===== config.mk =====
export PLATFORM = sky130hd
export DESIGN_NAME = sclc_top
export DESIGN_NICKNAME = d
export VERILOG_FILES = /design/src/hw/sclc_pulse_line.v /design/src/hw/sclc_top.v
export VERILOG_INCLUDE_DIRS = /design/src /design/src/pkg
export SDC_FILE = /design/constraint.sdc
export NUM_CORES = 1
export LEC_CHECK = 0
export BUFFER_PORTS_ARGS = -buffer_cell sky130_fd_sc_hd__buf_2
export CAP_MARGIN = 10
export CORE_ASPECT_RATIO = 0.7
export CORE_MARGIN = 5
export CORE_UTILIZATION = 44
export DETAILED_ROUTE_END_ITERATION = 8
export PLACE_DENSITY = 0.58
export SYNTH_ARGS = -nofsm -noshare
export SYNTH_HDL_FRONTEND = slang
export SYNTH_SLANG_ARGS = --single-unit

===== constraint.sdc =====
create_clock -name core_clk -period 3.4 [get_ports core_clk]
set_clock_uncertainty 0.2 [all_clocks]
set_input_delay 0.17 -clock core_clk [delete_from_list [all_inputs] [get_ports core_clk]]
set_output_delay 0.17 -clock core_clk [all_outputs]
set_load 0.01 [all_outputs]

===== src/pkg/sclc_regs.vh =====
// Overview of operation
// RQ1: Only board numbers 1 to 31 are recognised.
// RQ2: Number from switches 4-8, switch 8 LSB.
// RQ3: Never duplicate a board number per type.
// RQ4: Log on, parameterize, then activate; outputs quiet.
// RQ5: Unactivated board: no send blink, not listed.
// RQ6: Report monitoring/idle and error/no-error state.
// RQ7: Whole byte written; takes effect after confirm.
// RQ8: Bit 7: line one 12h or 24h.
// RQ9: Bit 4: line two 12h or 24h.
// RQ10: Bit 6: two minute lines, else minute+second.
// RQ11: Occupy two line numbers, or one shared.
// RQ12: Bit 5 zero: hold hour, advance on spring.
// RQ13: Bit 5 one: forerun 11 or 23 hours; code forces hold on 24h lines, so only the 11-hour forerun is used.
// RQ14: 24-hour minute line always uses hold behaviour.
// RQ15: Bits 3 to 0 unused, written zero.
// RQ16: Line settings only in pole-changing operation.
// RQ17: Minute width 0.2-3.0 s; second fixed 0.2 s.
// RQ18: Successive pulses alternate polarity.
`ifndef SCLC_REGS_VH
`define SCLC_REGS_VH

// Register byte addresses
`define SCLC_ADDR_ID        8'h00
`define SCLC_ADDR_CTRL      8'h04
`define SCLC_ADDR_CFG       8'h08
`define SCLC_ADDR_CONFIRM   8'h0C
`define SCLC_ADDR_STATUS    8'h10
`define SCLC_ADDR_WIDTH     8'h14
`define SCLC_ADDR_INT_STAT  8'h18
`define SCLC_ADDR_INT_MASK  8'h1C

// Control register fields
`define SCLC_CTRL_LOGON     0
`define SCLC_CTRL_MONITOR   1
`define SCLC_CTRL_POLE      2

// Line configuration byte fields
`define SCLC_CFG_H24_ONE    7
`define SCLC_CFG_TWO_MIN    6
`define SCLC_CFG_UPDATE     5
`define SCLC_CFG_H24_TWO    4
`define SCLC_CFG_RESET      8'h00

// Status register fields
`define SCLC_STAT_MONITOR   0
`define SCLC_STAT_ERROR     1
`define SCLC_STAT_VALID     2
`define SCLC_STAT_LISTED    3
`define SCLC_STAT_PENDING   4
`define SCLC_STAT_LINES_LO  5

// Interrupt events
`define SCLC_INT_COMMIT     0
`define SCLC_INT_CHANGE     1
`define SCLC_INT_FAULT      2
`define SCLC_INT_W          3

// Pulse widths in tenths of a second
`define SCLC_WIDTH_MIN      5'd2
`define SCLC_WIDTH_MAX      5'd30
`define SCLC_WIDTH_SECOND   5'd2
`define SCLC_WIDTH_RESET    5'd2

// Changeover minute counts
`define SCLC_HOUR_MIN       12'd60
`define SCLC_FORERUN12_MIN  12'd660
`define SCLC_FORERUN24_MIN  12'd1380

// Timing: one tenth of a second at a 4 ns clock
`define SCLC_TENTH_NS       100000000
`define SCLC_CLK_NS         4
`define SCLC_TENTH_CYC      (`SCLC_TENTH_NS / `SCLC_CLK_NS)

`endif


===== src/hw/sclc_pulse_line.v =====
`default_nettype none

module sclc_pulse_line #(
    parameter TENTH_CYCLES = 25000000
) (
    input  wire        core_clk,
    input  wire        srst,
    input  wire        enable,
    input  wire        tick,
    input  wire [4:0]  width_tenths,
    input  wire        add_req,
    input  wire        skip_req,
    input  wire [11:0] change_cnt,
    output wire        busy,
    output reg         drive_pos,
    output reg         drive_neg
);

    ////////////////////////////////////////////////////////////////////////
    reg  [11:0] debt_q;
    reg  [11:0] skip_q;
    reg  [31:0] tenth_q;
    reg  [4:0]  tenths_q;
    reg         phase_q;
    reg         active_q;
    reg         polarity_q;

    assign busy = active_q | (debt_q != 12'h000) | (skip_q != 12'h000);

    ////////////////////////////////////////////////////////////////////////
    // Pulse then equal gap; gap keeps clockworks from missing a step
    always @(posedge core_clk)
    begin
        if (srst || !enable)
        begin
            debt_q     <= 12'h000;
            skip_q     <= 12'h000;
            tenth_q    <= 32'h0000_0000;
            tenths_q   <= 5'h00;
            phase_q    <= 1'b0;
            active_q   <= 1'b0;
            polarity_q <= 1'b0;
            drive_pos  <= 1'b0;
            drive_neg  <= 1'b0;
        end
        else
        begin
            if (add_req)
                debt_q <= debt_q + change_cnt;
            else if (skip_req)
                skip_q <= change_cnt;
            else if (tick && skip_q != 12'h000)
                skip_q <= skip_q - 12'h001;
            else if (tick)
                debt_q <= debt_q + 12'h001;
            else if (!active_q && debt_q != 12'h000)
            begin
                debt_q     <= debt_q - 12'h001;
                active_q   <= 1'b1;
                phase_q    <= 1'b0;
                tenth_q    <= 32'h0000_0000;
                tenths_q   <= 5'h00;
                polarity_q <= ~polarity_q;               // [RQ18]
                drive_pos  <= ~polarity_q;
                drive_neg  <= polarity_q;
            end
            if (active_q)
            begin
                if (tenth_q == TENTH_CYCLES - 1)
                begin
                    tenth_q <= 32'h0000_0000;
                    if (tenths_q == width_tenths - 5'd1)
                    begin
                        tenths_q  <= 5'h00;
                        phase_q   <= 1'b1;
                        drive_pos <= 1'b0;
                        drive_neg <= 1'b0;
                        if (phase_q)
                            active_q <= 1'b0;
                    end
                    else
                        tenths_q <= tenths_q + 5'd1;
                end
                else
                    tenth_q <= tenth_q + 32'd1;
            end
        end
    end

endmodule

`default_nettype wire


===== src/hw/sclc_top.v =====
// The address map and the APB slave port were left to the implementer.
`include "sclc_regs.vh"
`default_nettype none

module sclc_top #(
    parameter TENTH_CYCLES = `SCLC_TENTH_CYC,
    parameter BOARD_TYPE   = 16'h00A5   // Arbitrary value
) (
    input  wire        core_clk,
    input  wire        srst,
    input  wire        psel,
    input  wire        penable,
    input  wire        pwrite,
    input  wire [7:0]  paddr,
    input  wire [31:0] pwdata,
    output wire        pready,
    output wire        pslverr,
    output reg  [31:0] prdata,
    input  wire [7:0]  board_number_switch_bank,
    input  wire        minute_tick,
    input  wire        second_tick,
    input  wire        summer_to_winter,
    input  wire        winter_to_summer,
    input  wire [1:0]  line_fault,
    output wire        pulse_line_one_pos,
    output wire        pulse_line_one_neg,
    output wire        pulse_line_two_pos,
    output wire        pulse_line_two_neg,
    output reg         send_led,
    output wire [1:0]  lines_used,
    output wire        irq
);

    ////////////////////////////////////////////////////////////////////////
    // Position 8 is the least significant bit, closed reads as one
    function [4:0] sw_to_number;
        input [7:0] sw;
        begin
            sw_to_number = {sw[3], sw[4], sw[5], sw[6], sw[7]};     // [RQ2]
        end
    endfunction

    function [4:0] clamp_width;
        input [4:0] w;
        begin
            if (w < `SCLC_WIDTH_MIN)
                clamp_width = `SCLC_WIDTH_MIN;
            else if (w > `SCLC_WIDTH_MAX)
                clamp_width = `SCLC_WIDTH_MAX;
            else
                clamp_width = w;
        end
    endfunction

    ////////////////////////////////////////////////////////////////////////
    reg  [4:0]  board_num_q;
    reg         logon_q;
    reg         monitor_q;
    reg         pole_q;
    reg  [7:0]  cfg_pend_q;
    reg  [7:0]  cfg_q;
    reg         pending_q;
    reg  [4:0]  width_one_q;
    reg  [4:0]  width_two_q;
    reg  [`SCLC_INT_W-1:0] int_stat_q;
    reg  [`SCLC_INT_W-1:0] int_mask_q;
    reg  [1:0]  fault_q;
    reg  [22:0] blink_q;
    reg         blink_arm_q;

    wire        board_valid;
    wire        board_error;
    wire        active;
    wire        wr_en;
    wire        rd_setup;
    reg         addr_ok;
    reg  [31:0] rd_val;
    wire [`SCLC_INT_W-1:0] events;
    wire [1:0]  drv_pos;
    wire [1:0]  drv_neg;
    wire [1:0]  line_en;
    wire [1:0]  line_tick;
    wire [1:0]  is_minute;
    wire [1:0]  is_h24;
    wire [4:0]  line_width [0:1];
    wire        fwd_hold [0:1];
    reg  [1:0]  add_req;
    reg  [1:0]  skip_req;
    reg  [11:0] change_cnt [0:1];
    wire        change_evt;
    wire        h24_one;
    wire        h24_two;

    assign board_valid = (board_num_q != 5'h00);                    // [RQ1]
    assign board_error = |line_fault;
    // Silent until logged on, valid and monitoring
    assign active      = board_valid & logon_q & monitor_q;         // [RQ4]

    ////////////////////////////////////////////////////////////////////////
    // Straps sampled every edge, never reset
    always @(posedge core_clk)
    begin
        board_num_q <= sw_to_number(board_number_switch_bank);
    end

    ////////////////////////////////////////////////////////////////////////
    // APB slave: zero wait states, read data captured in setup phase
    assign pready   = 1'b1;
    assign wr_en    = psel & penable & pwrite & addr_ok;
    assign rd_setup = psel & ~penable & ~pwrite;
    assign pslverr  = psel & penable & ~addr_ok;

    always @*
    begin
        case (paddr)
            `SCLC_ADDR_ID,
            `SCLC_ADDR_CTRL,
            `SCLC_ADDR_CFG,
            `SCLC_ADDR_CONFIRM,
            `SCLC_ADDR_STATUS,
            `SCLC_ADDR_WIDTH,
            `SCLC_ADDR_INT_STAT,
            `SCLC_ADDR_INT_MASK: addr_ok = 1'b1;
            default:             addr_ok = 1'b0;
        endcase
    end

    always @*
    begin
        rd_val = 32'h0000_0000;
        case (paddr)
            `SCLC_ADDR_ID:
                rd_val = {7'h00, board_valid, BOARD_TYPE[15:0], 3'h0,
                          board_num_q};                             // [RQ1]
            `SCLC_ADDR_CTRL:
                rd_val = {29'h0000_0000, pole_q, monitor_q, logon_q};
            `SCLC_ADDR_CFG:
                rd_val = {24'h00_0000, cfg_q};
            `SCLC_ADDR_CONFIRM:
                rd_val = {24'h00_0000, cfg_pend_q};
            `SCLC_ADDR_STATUS:
                rd_val = {25'h000_0000, lines_used, pending_q, active,
                          board_valid, board_error, monitor_q};     // [RQ6] [RQ5]
            `SCLC_ADDR_WIDTH:
                rd_val = {19'h0_0000, width_two_q, 3'h0, width_one_q};
            `SCLC_ADDR_INT_STAT:
                rd_val = {29'h0000_0000, int_stat_q};
            `SCLC_ADDR_INT_MASK:
                rd_val = {29'h0000_0000, int_mask_q};
            default:
                rd_val = 32'h0000_0000;
        endcase
    end

    always @(posedge core_clk)
    begin
        if (srst)
            prdata <= 32'h0000_0000;
        else if (rd_setup)
            prdata <= rd_val;
    end

    ////////////////////////////////////////////////////////////////////////
    // Configuration: byte is staged whole, applied only on confirm
    always @(posedge core_clk)
    begin
        if (srst)
        begin
            logon_q     <= 1'b0;
            monitor_q   <= 1'b0;
            pole_q      <= 1'b1;
            cfg_pend_q  <= `SCLC_CFG_RESET;
            cfg_q       <= `SCLC_CFG_RESET;
            pending_q   <= 1'b0;
            width_one_q <= `SCLC_WIDTH_RESET;
            width_two_q <= `SCLC_WIDTH_RESET;
            int_mask_q  <= {`SCLC_INT_W{1'b0}};
        end
        else if (wr_en)
        begin
            case (paddr)
                `SCLC_ADDR_CTRL:
                begin
                    logon_q   <= pwdata[`SCLC_CTRL_LOGON];
                    // Monitoring needs the log-on bit set in the same write
                    monitor_q <= pwdata[`SCLC_CTRL_MONITOR] &
                                 pwdata[`SCLC_CTRL_LOGON];          // [RQ4]
                    pole_q    <= pwdata[`SCLC_CTRL_POLE];
                end
                `SCLC_ADDR_CFG:
                begin
                    cfg_pend_q <= pwdata[7:0];                      // [RQ7]
                    pending_q  <= 1'b1;
                end
                `SCLC_ADDR_CONFIRM:
                    if (pwdata[0] && pending_q)
                    begin
                        cfg_q     <= cfg_pend_q;                    // [RQ7]
                        pending_q <= 1'b0;
                    end
                `SCLC_ADDR_WIDTH:
                begin
                    width_one_q <= clamp_width(pwdata[4:0]);        // [RQ17]
                    width_two_q <= clamp_width(pwdata[12:8]);       // [RQ17]
                end
                `SCLC_ADDR_INT_MASK:
                    int_mask_q <= pwdata[`SCLC_INT_W-1:0];
                default:
                    logon_q <= logon_q;
            endcase
        end
    end

    ////////////////////////////////////////////////////////////////////////
    // Interrupts: sticky, write one to clear, a new event beats the clear
    assign change_evt = active & pole_q & (summer_to_winter | winter_to_summer);
    assign events = {(|(line_fault & ~fault_q)), change_evt,
                     wr_en & (paddr == `SCLC_ADDR_CONFIRM) & pwdata[0] & pending_q};

    always @(posedge core_clk)
    begin
        if (srst)
        begin
            int_stat_q <= {`SCLC_INT_W{1'b0}};
            fault_q    <= 2'b00;
        end
        else
        begin
            fault_q <= line_fault;
            if (wr_en && paddr == `SCLC_ADDR_INT_STAT)
                int_stat_q <= (int_stat_q & ~pwdata[`SCLC_INT_W-1:0]) | events;
            else
                int_stat_q <= int_stat_q | events;
        end
    end

    assign irq = |(int_stat_q & int_mask_q);

    ////////////////////////////////////////////////////////////////////////
    // Send indicator: dark until active, lit on error, else blinks on bus use
    always @(posedge core_clk)
    begin
        if (srst)
        begin
            send_led    <= 1'b0;
            blink_q     <= 23'h00_0000;
            blink_arm_q <= 1'b0;
        end
        else if (!active)
        begin
            send_led    <= 1'b0;                                    // [RQ5]
            blink_q     <= 23'h00_0000;
            blink_arm_q <= 1'b0;
        end
        else if (board_error)
            send_led <= 1'b1;                                       // [RQ6]
        else
        begin
            if (psel && penable)
                blink_arm_q <= 1'b1;
            if (blink_q != 23'h00_0000)
                blink_q <= blink_q - 23'd1;
            else if (blink_arm_q)
            begin
                blink_arm_q <= 1'b0;
                blink_q     <= 23'h7F_FFFF;
                send_led    <= 1'b1;
            end
            else
                send_led <= 1'b0;
        end
    end

    ////////////////////////////////////////////////////////////////////////
    // Line roles and changeover handling
    assign h24_one    = cfg_q[`SCLC_CFG_H24_ONE];                   // [RQ8]
    assign h24_two    = cfg_q[`SCLC_CFG_H24_TWO];                   // [RQ9]
    assign is_h24     = {h24_two, h24_one};
    assign is_minute  = {cfg_q[`SCLC_CFG_TWO_MIN], 1'b1};           // [RQ10]
    assign lines_used = cfg_q[`SCLC_CFG_TWO_MIN] ? 2'd2 : 2'd1;     // [RQ11]

    genvar g;
    generate
        for (g = 0; g < 2; g = g + 1)
        begin : g_line
            // Hold also forced in 24h so the pulse backlog cannot overrun
            assign fwd_hold[g]   = ~cfg_q[`SCLC_CFG_UPDATE] | is_h24[g];   // [RQ14]
            assign line_en[g]    = active & pole_q;                        // [RQ16]
            assign line_tick[g]  = is_minute[g] ? minute_tick : second_tick;
            assign line_width[g] = is_minute[g] ?
                                   (g == 0 ? width_one_q : width_two_q) :
                                   `SCLC_WIDTH_SECOND;                     // [RQ17]

            always @*
            begin
                add_req[g]    = 1'b0;
                skip_req[g]   = 1'b0;
                change_cnt[g] = `SCLC_HOUR_MIN;
                if (is_minute[g] && fwd_hold[g])
                begin
                    skip_req[g] = summer_to_winter;                        // [RQ12]
                    add_req[g]  = winter_to_summer;                        // [RQ12]
                end
                else if (is_minute[g])
                begin
                    add_req[g] = summer_to_winter | winter_to_summer;      // [RQ13]
                    if (summer_to_winter)
                        change_cnt[g] = is_h24[g] ? `SCLC_FORERUN24_MIN :
                                                    `SCLC_FORERUN12_MIN;   // [RQ13]
                end
            end

            sclc_pulse_line #(
                .TENTH_CYCLES (TENTH_CYCLES)
            ) u_line (
                .core_clk     (core_clk),
                .srst         (srst),
                .enable       (line_en[g]),
                .tick         (line_tick[g]),
                .width_tenths (line_width[g]),
                .add_req      (add_req[g]),
                .skip_req     (skip_req[g]),
                .change_cnt   (change_cnt[g]),
                .busy         (),
                .drive_pos    (drv_pos[g]),
                .drive_neg    (drv_neg[g])
            );
        end
    endgenerate

    assign {pulse_line_two_pos, pulse_line_one_pos} = drv_pos;
    assign {pulse_line_two_neg, pulse_line_one_neg} = drv_neg;

endmodule

`default_nettype wire


== After elaboration in Yosys (flattened, before gate mapping) ==
Memory sizes are Yosys's and may differ from the RTL's.
Index checks and enable logic that the tools add are counted.
Storage, ports and cells
  output and inout port bits: 42
  register bits: 232
  ROM bits: 32
  memories kept: 1
Memory list
  (no name shown): depth 32, width 1, read ports 1, clocked after Yosys merged registers in 0, wr ports 0, line sclc_top.v:115  | case (paddr)
Cells by class
  add/subtract/negate cells: 15
  equality and inequality tests: 25
  multiplexer cells: 142
  bitwise operators: 40
  $lt $le $gt $ge: 4
  reduce and logical (&&, ||, !) cells: 47
Operators with widths (count)
  $mux W32: 14
  $pmux W25 S8: 1
  $mux W12: 15
  $mux W5: 21
  $mux W1: 80
  $mux W11: 6
  $add A32 B1 Y32 const B: 2
  $eq A32 B25 Y1 const B: 2
  $reduce_bool A12 Y1: 4
  $sub A12 B1 Y12 const B: 4
  $mux W23: 2
  $eq A8 B5 Y1 const B: 4
  $add A12 B1 Y12 const B: 2
  $reduce_bool A23 Y1: 1
  $sub A23 B1 Y23 const B: 1
  $reduce_and A5 Y1: 4
  $eq A8 B4 Y1 const B: 2
  $not A1 Y1: 16
  $and A1 B1 Y1: 14
  $ne A2 B1 Y1 const B: 7
  $ne A2 B2 Y1 const B: 7
  $reduce_and A2 Y1: 7
  $add A12 B11 Y12: 1
  $add A12 B12 Y12: 1
  other kinds (26): 55

== Longest topological paths before layout ==
Gate-level depths: netlist of run 1.
  depth in word-level cells: 11
  depth in mapped cells: 13
  gate-level depth less buffers: 12

== By module ==
From an unflattened synthesis of run 1, not the netlist that was laid out.
Unflattened totals
  cells, all modules: 1592
  area total of the unflattened synthesis: 12604.6 µm²
By module, submodules not included
  sclc_pulse_line: times used 2, cells an instance 548, area an instance 4227.8 µm², sequential area each 1321.3 µm²
  sclc_top: times used 1, cells an instance 496, area an instance 4149.0 µm², sequential area each 1661.6 µm²

== Worst setup path before layout of run 1 ==
Ideal clock, no wire load.
  kind: register -> register
  start point: register cfg_q[6]
  end point: register g_line[1].u_line.debt_q[11]
  data arrival time: 2.811 ns
  data required time: 3.080 ns
  stages on the path, launching flop included: 13
  path slack: 0.270 ns
  setup time: 0.120 ns
  cell sequence: dfxtp_1 > clkbuf_1 > inv_1 > o21ai_0 > inv_1 > ha_1 > a21o_1 > a31oi_1 > nand3_1 > a21oi_1 > xnor2_1 > nor3_1 > o31a_1
Between the ends
  word-level cells in the longest chain between the ends: 5
  elaborated cells between the ends (all ways): 17
  classes of those cells: add/sub (1); eq/ne (2); mux (10); reduce/logical (4)
Ends and longest elaborated chain
  start, declared: line sclc_top.v:61  | reg [7:0] cfg_q;
  start signal, assigned: line sclc_top.v:173  | cfg_q <= `SCLC_CFG_RESET;
  start signal, assigned: line sclc_top.v:198  | cfg_q <= cfg_pend_q;
  parallel branches: the longest is 5 deep, another holds $add A12 B12 Y12
  end signal, assigned: line sclc_pulse_line.v:49  | debt_q <= debt_q + change_cnt;
  end signal, assigned: line sclc_pulse_line.v:55  | debt_q <= debt_q + 12'h001;
  end signal, assigned: line sclc_pulse_line.v:58  | debt_q <= debt_q - 12'h001;
  end, declared: line sclc_pulse_line.v:20  | reg [11:0] debt_q;
Several ways; the timed one is not identified. The select of a mux whose other input is x is not followed.
A chain may end at the register's enable or synchronous reset.

== Final worst setup path of run 1 ==
  start point: input paddr[1]
  end point: register width_two_q[0]
Between the ends
  word-level cells in the longest chain between the ends: 4
  elaborated cells between the ends (all ways): 5
  classes of those cells: eq/ne (1); mux (1); bitwise (1); reduce/logical (1); memory (1)
Ends and longest elaborated chain
  start, declared: line sclc_top.v:14  | input wire [7:0] paddr,
  $mem_v2 Z32 W1
  $mux W1: line sclc_top.v:115
  $and A1 B1 Y1: line sclc_top.v:109  | assign wr_en = psel & penable & pwrite & addr_ok;
  $reduce_and A2 Y1 (no source line) *
  end signal, assigned: line sclc_top.v:176  | width_two_q <= `SCLC_WIDTH_RESET;
  end signal, assigned: line sclc_top.v:204  | width_two_q <= clamp_width(pwdata[12:8]);
  end, declared: line sclc_top.v:64  | reg [4:0] width_two_q;
Mark *: on every way between the ends. The rest lies on a longest branch, timed or not.

==> results of run 1 <==
## flip-flops by register name (all words and copies together), names as in the netlist, 8 cells and up
register and cells:
blink_q 23, g_line.u_line.tenth_q 64, g_line.u_line.skip_q 24, g_line.u_line.debt_q 24, cfg_q 8, cfg_pend_q 8, prdata 15, g_line.u_line.tenths_q 10
## metal layers
metal	global-route usage	wire [um]	vias up
li1	-	-	5697
met1	0.3116	16950	5253
met2	0.2810	12690	245
met3	0.02838	1548	34
met4	0.03717	476	0
met5	0	0	-
## placed cells by master, fill, tap and decap left out, types with 33 or more instances in the layout
cell type      Yosys  final
a211oi_1          33     33
a21oi_1          117    117
a311oi_1          43     43
buf_2              3     61
dfxtp_1          215    215
dlygate4sd3_1      0     38
ha_1              45     45
nand2_1          124    124
nand3_1           55     54
nor2_1           197    197
nor3_1            51     51
o21ai_0           77     77
xnor2_1           53     53
## per-stage QoR
stage | power (mW) | setup WS (ns) | cell area, um^2
2_1_floorplan | 2.755 | 0.2697 | 12250
3_3_place_gp | 2.816 | 0.3503 | 12880
3_5_place_dp | 2.818 | 0.2913 | 12880
4_1_cts | 5.376 | 0.2750 | 14020
5_1_grt | 5.509 | 0.06061 | 14020
6_report | 5.317 | 0.2598 | 14020
## cell families after synthesis
kind of cell             Yosys count  share of synthesized area
AO/OA/AOI/OAI                    390                     0.2087
XOR/XNOR                          76                    0.05585
adder cells (fa/ha/maj)           49                    0.05287
buffers and inverters            118                    0.04382
flip-flops                       215                     0.3538
multiplexers                      35                    0.03003
other                              2                  0.0006174
AND/OR/NAND/NOR                  619                     0.2543
## power breakdown
part           leakage, nW  internal [mW]  switching (mW)
combinational         3.06          0.104           0.152
sequential            1.73           2.53         0.00619
clock                0.373           1.43            1.10
## what timing repair did
action | CTS | global route
setup endpoints to repair | 0 | 1
buffers inserted | 0 | 0
gates resized for setup | 0 | 1
hold endpoints to repair | 55 | 0
hold buffers | 38 | 0
## Yosys cell counts, types with 9 or more instances
| library cell | number |
|---|---|
| nand2b_1 | 23 |
| and3_1 | 19 |
| a21oi_1 | 117 |
| nand3_1 | 55 |
| buf_4 | 20 |
| a211oi_1 | 33 |
| xnor2_1 | 53 |
| o21a_1 | 9 |
| nor2b_1 | 11 |
| inv_1 | 33 |
| clkbuf_1 | 57 |
| nand2_1 | 124 |
| mux2i_1 | 32 |
| or4_1 | 12 |
| or3_1 | 14 |
| nand3b_1 | 9 |
| a311oi_1 | 43 |
| a21o_1 | 10 |
| xor2_1 | 22 |
| nor2_1 | 197 |
| ha_1 | 45 |
| dfxtp_1 | 215 |
| nor3_1 | 51 |
| nor4_1 | 32 |
| a31oi_1 | 32 |
| nand4_1 | 16 |
| nor3b_1 | 9 |
| o21ai_0 | 77 |
| or2_2 | 9 |
## worst max-delay path, delay by kind of cell
kind            cells  cell delay (ns)
simple gates        5             1.88
buf+inv             3             1.26
compound gates      1             0.12
## how the worst max path moves through the flow
stage                                                    end  cells after the start
CTS                 g_line[1].u_line.debt_q[11]$_SDFFE_PP0P_                     11
floorplan           g_line[1].u_line.debt_q[11]$_SDFFE_PP0P_                     12
finish                           width_two_q[0]$_SDFFE_PP0P_                      9
detailed placement  g_line[1].u_line.debt_q[11]$_SDFFE_PP0P_                     11
global route        g_line[1].u_line.debt_q[11]$_SDFFE_PP0P_                     11
global placement    g_line[1].u_line.debt_q[11]$_SDFFE_PP0P_                     11
## area by class of cell
class,instances,share of cell area
Multi-Input combinational cell,1194,0.5297
Inverter,33,0.008833
Tap cell,364,0.03248
Timing Repair Buffer,132,0.06745
Sequential cell,215,0.3069
Clock inverter,7,0.004729
Clock buffer,37,0.04988
==> out/results.ini, run 1 <==
[timing]
fin_crit_ns=3.140
period_share=0.9236
relSlewSlack=0.5034
clock.fmax_ghz=0.3185
rsz0062_at_grt=false
finalSetupTns_ns=0
worstMarginPinSlew_ns=0.7422
maxSlewViolCount=0
hold_viol=0
setup_viol=0
whs_ns=0.02758

[worst_setup_path]
criticalPathCategory=in2reg
path_cells=dlygate4sd3_1 > buf_2 > or3_1 > nor2_1 > and3_1 > and2_1 > nand3_1 > dlygate4sd3_1 > a21oi_1
reg2reg_to=g_line[1].u_line.debt_q[11]$_SDFFE_PP0P_
cp_slowest_cell=dlygate4sd3_1
cp-start-kind=input pin
arrival_ns=3.41
path_common_cell=dlygate4sd3_1
r2r_setup_slack_ns=0.36
setup.worst_path.start=paddr[1]
reg2reg_from=cfg_q[6]$_SDFFE_PP0P_
max_stage_delay_ns=0.59
cp_max_fo=9
worstPathRequired_ns=3.67
cp-end-kind=flip-flop
r2r_cells=11

[power_and_ir_drop]
p_leak_nw=5.168
ir_worst_vdd_mv=0.2955
powerDensity_nw_per_um2=379.2

[logic_synthesis]
yosysSeqAreaShare=0.3538
syn-cell-area_um2=12160
synth_top_area_share=0.3538
ys_warn_count=0
ys.flop_type=dfxtp_1
yosys_register_bits=215
postSynth.asyncResetShare=0
synth_area_per_cell_um2=8.088
synth_edf_count=0
yosysTopAreaCell=dfxtp_1
synth.distinct_cells=78
synthesis.instances=1504
synthTopCellsByArea=dfxtp_1 (35%), nor2_1 (6.1%), a21oi_1 (4.8%)

[cts]
cts_buffers=24
cts_root_buf=clkbuf_16
clk_latency_ns=0.54
cts.reportedPaths.clkPinSlew_ns=0.06
clock-sinks=215
clock_path_buffers=3
htree_levels=1
cts_tree=built

[final_layout]
multi_input_area_um2=7428
fin_cells=1982
seq_area_um2=4304
syn_to_final_growth_pct=15.28
fin_util=0.5201
layout-drive-gt1-share=0.09827
fillers=2563
diodes=0
nets=1708

[floorplan]
die_w_um=208.7
row_count=50
coreArea_um2=26960
die_area_um2=31120
initial_core_util=0.4511
die_h_um=149.1
io_pins=101

[run]
maxCapViolCount=0

[grt]
grt_remaining_overflow=0
antenna_found_initial=0
first_global_vias=10123
grt_pass1_wl_mm=52.18
grt_use_total=0.1962
grt_max_degree=49

[detailed_routing]
wire_per_inst_um=15.97
drt-initial-drc-count=907
routed_wl_mm=31.66
vias=11229
drc=0
ant_nets=0
via_per_inst=5.665
first_pass_iters=5

[run_status]
status=completed

[hold_path]
whs_endpoint=prdata[2]$_SDFFE_PP0P_
min_path_type=in2reg
hp-start=paddr[0]
holdPathStages=6

[placed_design]
io_buffers=61
dpl.cell_count=1900
dp_hpwl_mm=22.09
globalplace.congestion=0.8274

No activity file was read; power rests on OpenSTA's default activity.
==> run 2: changes to the inputs <==
--- a/config.mk
+++ b/config.mk
@@ -12,7 +12,7 @@
 export CORE_MARGIN = 5
 export CORE_UTILIZATION = 44
 export DETAILED_ROUTE_END_ITERATION = 8
-export PLACE_DENSITY = 0.58
+export PLACE_DENSITY = 0.65
 export SYNTH_ARGS = -nofsm -noshare
 export SYNTH_HDL_FRONTEND = slang
 export SYNTH_SLANG_ARGS = --single-unit
==> out/results.ini, run 2 (synthesis results as in run 1) <==
[run_status]
status=completed

[grt]
antenna_found_initial=0  ; unchanged
grt_use_total=0.1969  ; +0.0006450
grt_max_degree=49  ; unchanged
first_global_vias=10315  ; +1.9%
grt_remaining_overflow=0  ; unchanged
grt_pass1_wl_mm=52.92  ; +1.4%

[cts]
cts_resized=0  ; unchanged
cts_tree=built
cts.reportedPaths.clkPinSlew_ns=0.06  ; about the same
clk_latency_ns=0.53  ; about the same
htree_levels=1  ; unchanged
hold_buffers=33  ; -13%
cts_post_setup_buffers_inserted=0  ; unchanged
clock_path_buffers=3  ; unchanged
cts_root_buf=clkbuf_16
clock-sinks=215  ; unchanged
cts_buffers=22  ; -8.3%

[worst_setup_path]
worst-path-buf-inv=2  ; -1
cp-end-kind=flip-flop
cp_max_fo=12  ; +3
max_stage_delay_ns=0.43  ; -0.16 ns
cp-start-kind=flip-flop
criticalPathCategory=reg2reg
path_delay_family=compound AO/OA/AOI/OAI gates
arrival_ns=3.35  ; -0.06 ns
cp_slowest_cell=ha_1
path_cells=inv_1 > o21ai_0 > inv_1 > ha_1 > a21o_1 > a31oi_1 > nand3_1 > a21oi_1 > xnor2_1 > nor3_1 > o31a_1
path_common_cell=inv_1
worstPathRequired_ns=3.61  ; -0.06 ns

[timing]
fin_crit_ns=3.138  ; -0.001865 ns
clock.fmax_ghz=0.3186  ; about the same
finalSetupTns_ns=0  ; unchanged
maxSlewViolCount=0  ; unchanged
relSlewSlack=0.4814  ; -0.02196
setup_viol=0  ; unchanged
rsz0062_at_grt=false
period_share=0.9230  ; about the same
worstMarginPinSlew_ns=0.7750  ; +0.03282 ns
hold_viol=0  ; unchanged

[final_layout]
nets=1697  ; -0.64%
diodes=0  ; unchanged
largest_reg_flops=64  ; unchanged
fin_util=0.5138  ; -0.006265
syn_to_final_growth_pct=13.90
layout-drive-gt1-share=0.09352  ; -0.004753
top_register=g_line.u_line.tenth_q
fillers=2588  ; +0.98%
final_common_cell=dfxtp_1
largestRegisters=g_line.u_line.tenth_q x64, g_line.u_line.debt_q x24, g_line.u_line.skip_q x24
final_cell_mix=dfxtp_1 (215), nor2_1 (197), nand2_1 (124)

[placed_design]
globalplace.congestion=0.8973  ; +8.4%
io_buffers=61  ; unchanged
dp_hpwl_mm=22.54  ; +2.0%

[hold_path]
min_path_type=in2reg

[floorplan]
initial_core_util=0.4511  ; unchanged
die_h_um=149.1  ; unchanged
row_count=50  ; unchanged
io_pins=101  ; unchanged
coreArea_um2=26960  ; unchanged
die_w_um=208.7  ; unchanged
die_area_um2=31120  ; unchanged

[power_and_ir_drop]
design_power_total_mw=5.128  ; -3.6%
powerDensity_nw_per_um2=370.2  ; -2.4%
p_leak_nw=5.074  ; -1.8%
ir_worst_vdd_mv=0.3785  ; +28%

[detailed_routing]
drc=0  ; unchanged
vias=11386  ; +1.4%
drt-initial-drc-count=862  ; -5.0%
routed_wl_mm=31.73  ; +0.22%
first_pass_iters=5  ; unchanged
ant_nets=0  ; unchanged
via_per_inst=5.786  ; +2.1%
wire_per_inst_um=16.12  ; +0.93%

[run]
maxCapViolCount=0  ; unchanged

-- run 2: cell types whose count changed in the layout (fill, tap and decap cells not counted), sizes merged --
cell | previous run | this run
buf | 94 | 90
clkbuf | 37 | 33
dlygate4sd3 | 38 | 33
inv | 34 | 33
-- run 2: worst reg2reg max path: cells and delay by family, from the launching register on --
kind            cells  cell delay (ns)
buf+inv             2             0.40
xor+xnor            1             0.14
simple gates        2             0.23
fa+ha+maj           1             0.44
compound gates      5             1.27
flops               1             0.34
-- run 2: final timing paths --
check / startpoint / end / slack [ns] / cells past startpoint
max: cfg_q[6]$_SDFFE_PP0P_ / g_line[1].u_line.debt_q[11]$_SDFFE_PP0P_ / 0.26 / 11
min: paddr[0] / int_mask_q[0]$_SDFFE_PP0P_ / 0.02 / 5
max reg2reg: cfg_q[6]$_SDFFE_PP0P_ / g_line[1].u_line.debt_q[11]$_SDFFE_PP0P_ / 0.26 / 11
min reg2reg: g_line[0].u_line.phase_q$_SDFF_PP0_ / g_line[0].u_line.active_q$_SDFF_PP0_ / 0.24 / 1
-- run 2: area by class of cell --
| class | instances | area, um^2 | area share |
|---|---|---|---|
| multi-input combinational | 1194 | 7428 | 0.5362 |
| sequential | 215 | 4304 | 0.3107 |
| tap | 364 | 455.4 | 0.03287 |
| clock inverter | 6 | 57.56 | 0.004154 |
| timing repair buffer | 123 | 853.3 | 0.06159 |
| clock buffer | 33 | 631.9 | 0.04561 |
| inverter | 33 | 123.9 | 0.008941 |
-- run 2: stage by stage --
stage	cell area (um^2)	setup WS [ns]	hold WS [ns]	std cells
2_1_floorplan	12250	0.2697	-0.002283	1527
3_3_place_gp	12830	0.3943	0.07329	1896
3_5_place_dp	12830	0.3573	0.07645	1896
4_1_cts	13850	0.2783	0.0008540	1968
5_1_grt	13850	0.02524	0.05264	1968
6_report	13850	0.2617	0.01812	1968
-- run 2: routing by layer --
layer  vias up  track usage  routed length, um
met1      5382       0.3024              16420
met4         0      0.03847                590
met5         -            0                  0
met3        49      0.02270               1453
met2       279       0.2985              13270
li1       5676            -                  -
-- run 2: power by group --
group / internal [mW] / switching, mW / total [mW]
Combinational: 0.102 / 0.153 / 0.256
Clock: 1.29 / 1.04 / 2.34
Sequential: 2.53 / 0.00741 / 2.54
==> run 3: changes to the inputs <==
--- a/config.mk
+++ b/config.mk
@@ -8,11 +8,13 @@
 export LEC_CHECK = 0
 export BUFFER_PORTS_ARGS = -buffer_cell sky130_fd_sc_hd__buf_2
 export CAP_MARGIN = 10
+export CELL_PAD_IN_SITES_DETAIL_PLACEMENT = 2
+export CELL_PAD_IN_SITES_GLOBAL_PLACEMENT = 2
 export CORE_ASPECT_RATIO = 0.7
 export CORE_MARGIN = 5
-export CORE_UTILIZATION = 44
+export CORE_UTILIZATION = 36
 export DETAILED_ROUTE_END_ITERATION = 8
-export PLACE_DENSITY = 0.65
+export PLACE_DENSITY = 0.83
 export SYNTH_ARGS = -nofsm -noshare
 export SYNTH_HDL_FRONTEND = slang
 export SYNTH_SLANG_ARGS = --single-unit
==> out/results.ini, run 3 (synthesis results as in run 1) <==
[run_status]
status=completed

[run]
maxCapViolCount=0  ; unchanged

[cts]
clk_latency_ns=0.57  ; +0.04 ns
htree_levels=1  ; unchanged
clock-sinks=215  ; unchanged
cts_post_setup_buffers_inserted=0  ; unchanged
cts.reportedPaths.clkPinSlew_ns=0.07  ; about the same
cts_root_buf=clkbuf_16
cts_buffers=24  ; +9.1%
clock_path_buffers=3  ; unchanged
cts_tree=built

[worst_setup_path]
arrival_ns=3.56  ; +0.21 ns
max_stage_delay_ns=0.62  ; +0.19 ns
worstPathRequired_ns=3.68  ; +0.07 ns
cp_max_fo=8  ; -4
worst-path-buf-inv=3  ; +1
path_common_cell=dlygate4sd3_1
reg2reg_to=g_line[1].u_line.debt_q[11]$_SDFFE_PP0P_
cp-start-kind=input pin
cp-end-kind=flip-flop
cp_slowest_cell=dlygate4sd3_1
r2r_cells=11  ; unchanged
criticalPathCategory=in2reg
path_cells=dlygate4sd3_1 > buf_2 > or3_1 > nor2_1 > and3_1 > and2_1 > nand3_1 > dlygate4sd3_1 > a21oi_1
r2r_setup_slack_ns=0.26  ; about the same
path_delay_family=simple AND/OR/NAND/NOR gates
reg2reg_from=cfg_q[6]$_SDFFE_PP0P_

[grt]
grt_use_total=0.2541  ; +0.05724
grt_remaining_overflow=0  ; unchanged
grt_pass1_wl_mm=77.96  ; +47%
antenna_found_initial=2  ; +2
first_global_vias=13497  ; +31%
grt_max_degree=74  ; +51%

[final_layout]
layout-drive-gt1-share=0.1022  ; +0.008714
largest_reg_flops=64  ; unchanged
nets=1706  ; +0.53%
final_cell_mix=dfxtp_1 (215), nor2_1 (197), nand2_1 (124)
final_common_cell=dfxtp_1
final_area_um2=14210  ; +2.6%
syn_to_final_growth_pct=16.85
fin_cells=2050  ; +4.2%
largestRegisters=g_line.u_line.tenth_q x64, g_line.u_line.debt_q x24, g_line.u_line.skip_q x24
top_register=g_line.u_line.tenth_q

[floorplan]
die_w_um=229.7  ; +10%
die_h_um=163.8  ; +9.8%
coreArea_um2=33420  ; +24%
initial_core_util=0.3640  ; -0.08718
die_area_um2=37620  ; +21%
io_pins=101  ; unchanged
row_count=56  ; +12%

[power_and_ir_drop]
p_comb_frac=0.050  ; about the same
p_leak_nw=5.190  ; +2.3%
seq_power_share=0.441  ; -0.054
clockPowerShare=0.509  ; +0.054
ir_worst_vdd_mv=0.2684  ; -29%
p_switching_mw=1.416  ; +18%
switching_share=0.2459  ; +0.01154
p_int_mw=4.342  ; +11%
powerDensity_nw_per_um2=405.1  ; +9.4%

[placed_design]
dp_hpwl_mm=30.51  ; +35%
placed_cell_area_um2=12990  ; +1.2%
globalplace.congestion=0.7871  ; -12%
io_buffers=61  ; unchanged
dpl.cell_count=1972  ; +4.0%

[timing]
worstMarginPinSlew_ns=0.8896  ; +0.1146 ns
maxSlewViolCount=0  ; unchanged
relSlewSlack=0.4020  ; -0.07940
finalSetupTns_ns=0  ; unchanged
hold_viol=0  ; unchanged
rsz0062_at_grt=false
period_share=0.9637  ; +0.04070
fin_crit_ns=3.277  ; +0.1384 ns
setup_viol=0  ; unchanged
clock.fmax_ghz=0.3052  ; -4.2%

[detailed_routing]
routed_wl_mm=49.01  ; +54%
via_per_inst=6.085  ; +5.2%
vias=12475  ; +9.6%
drc=0  ; unchanged
first_pass_iters=5  ; unchanged
drt-initial-drc-count=712  ; -17%
wire_per_inst_um=23.91  ; +48%
ant_nets=0  ; unchanged

[hold_path]
min_path_type=in2reg
holdPathStages=2  ; -3
whs_endpoint=board_num_q[2]$_DFF_P_
hp-start=board_number_switch_bank[5]

[run 3: cell types whose count changed in the layout (fill, tap and decap cells not counted), sizes merged, moves of 2 or more]
cell,delta
buf,+5
clkinv,-4
bufinv,+3
clkinvlp,+3
dlygate4sd3,+2
[run 3: how the worst max path moves through the flow]
stage,startpoint,endpoint,cells after the start
detailed placement,g_line[1].u_line.tenth_q[0]$_SDFFE_PP0P_,g_line[1].u_line.tenths_q[4]$_SDFF_PP0_,7
floorplan,cfg_q[6]$_SDFFE_PP0P_,g_line[1].u_line.debt_q[11]$_SDFFE_PP0P_,12
finish,paddr[0],width_two_q[0]$_SDFFE_PP0P_,9
global placement,cfg_q[6]$_SDFFE_PP0P_,g_line[1].u_line.debt_q[11]$_SDFFE_PP0P_,11
CTS,g_line[1].u_line.tenth_q[0]$_SDFFE_PP0P_,g_line[1].u_line.tenths_q[3]$_SDFF_PP0_,7
global route,cfg_q[6]$_SDFFE_PP0P_,g_line[1].u_line.debt_q[11]$_SDFFE_PP0P_,11
[run 3: worst reg2reg max path: cells and delay by family, from the launching register on]
family / cells / cell delay [ns]
compound gates: 5 / 1.33
fa+ha+maj: 1 / 0.41
simple gates: 2 / 0.26
xor+xnor: 1 / 0.14
flops: 1 / 0.35
buf+inv: 2 / 0.34
[run 3: routing by layer]
layer,up-vias,part of all wire,global-route usage,wire length [um]
met4,2,0.030,0.08118,1447
met2,314,0.48,0.4417,23690
met5,-,0.00027,0,13
met1,6376,0.44,0.3249,21710
met3,98,0.044,0.04251,2161
li1,5685,-,-,-
[run 3: cell type report]
cell class / instances / area (um^2)
Clock buffer: 34 / 718.2
Tap cell: 435 / 544.3
Timing Repair Buffer: 130 / 935.9
Fill cell: 3697 / 19210
Multi-Input combinational cell: 1194 / 7435
Inverter: 33 / 123.9
Antenna cell: 1 / 2.502
Sequential cell: 215 / 4304
Clock inverter: 8 / 150.1
[run 3: timing repair]
action	in CTS	in global routing
hold endpoints to repair	46	0
setup endpoints to repair	0	7
resized for setup	0	2
hold buffers	35	0
[run 3: per-stage QoR]
step	util	setup WS, ns	hold WS, ns	power [mW]
floorplan	-	0.2697	-0.002283	2.755
global placement	0.3886	0.4049	0.07400	2.822
detailed placement	0.3886	0.2476	0.07528	2.834
CTS	0.4250	0.1863	0.002916	5.737
global route	0.4253	0.06571	0.03239	5.917
finish	0.4253	0.1233	0.04118	5.758
[run 3: power groups by stage]
stage | sequential, mW | clock (mW) | combinational [mW]
final | 2.54 | 2.93 | 0.288
after global routing | 2.54 | 3.07 | 0.309
after CTS | 2.54 | 2.93 | 0.274
after detailed placement | 2.59 | 0 | 0.240
after global placement | 2.59 | 0 | 0.228
after floorplan | 2.59 | 0 | 0.162
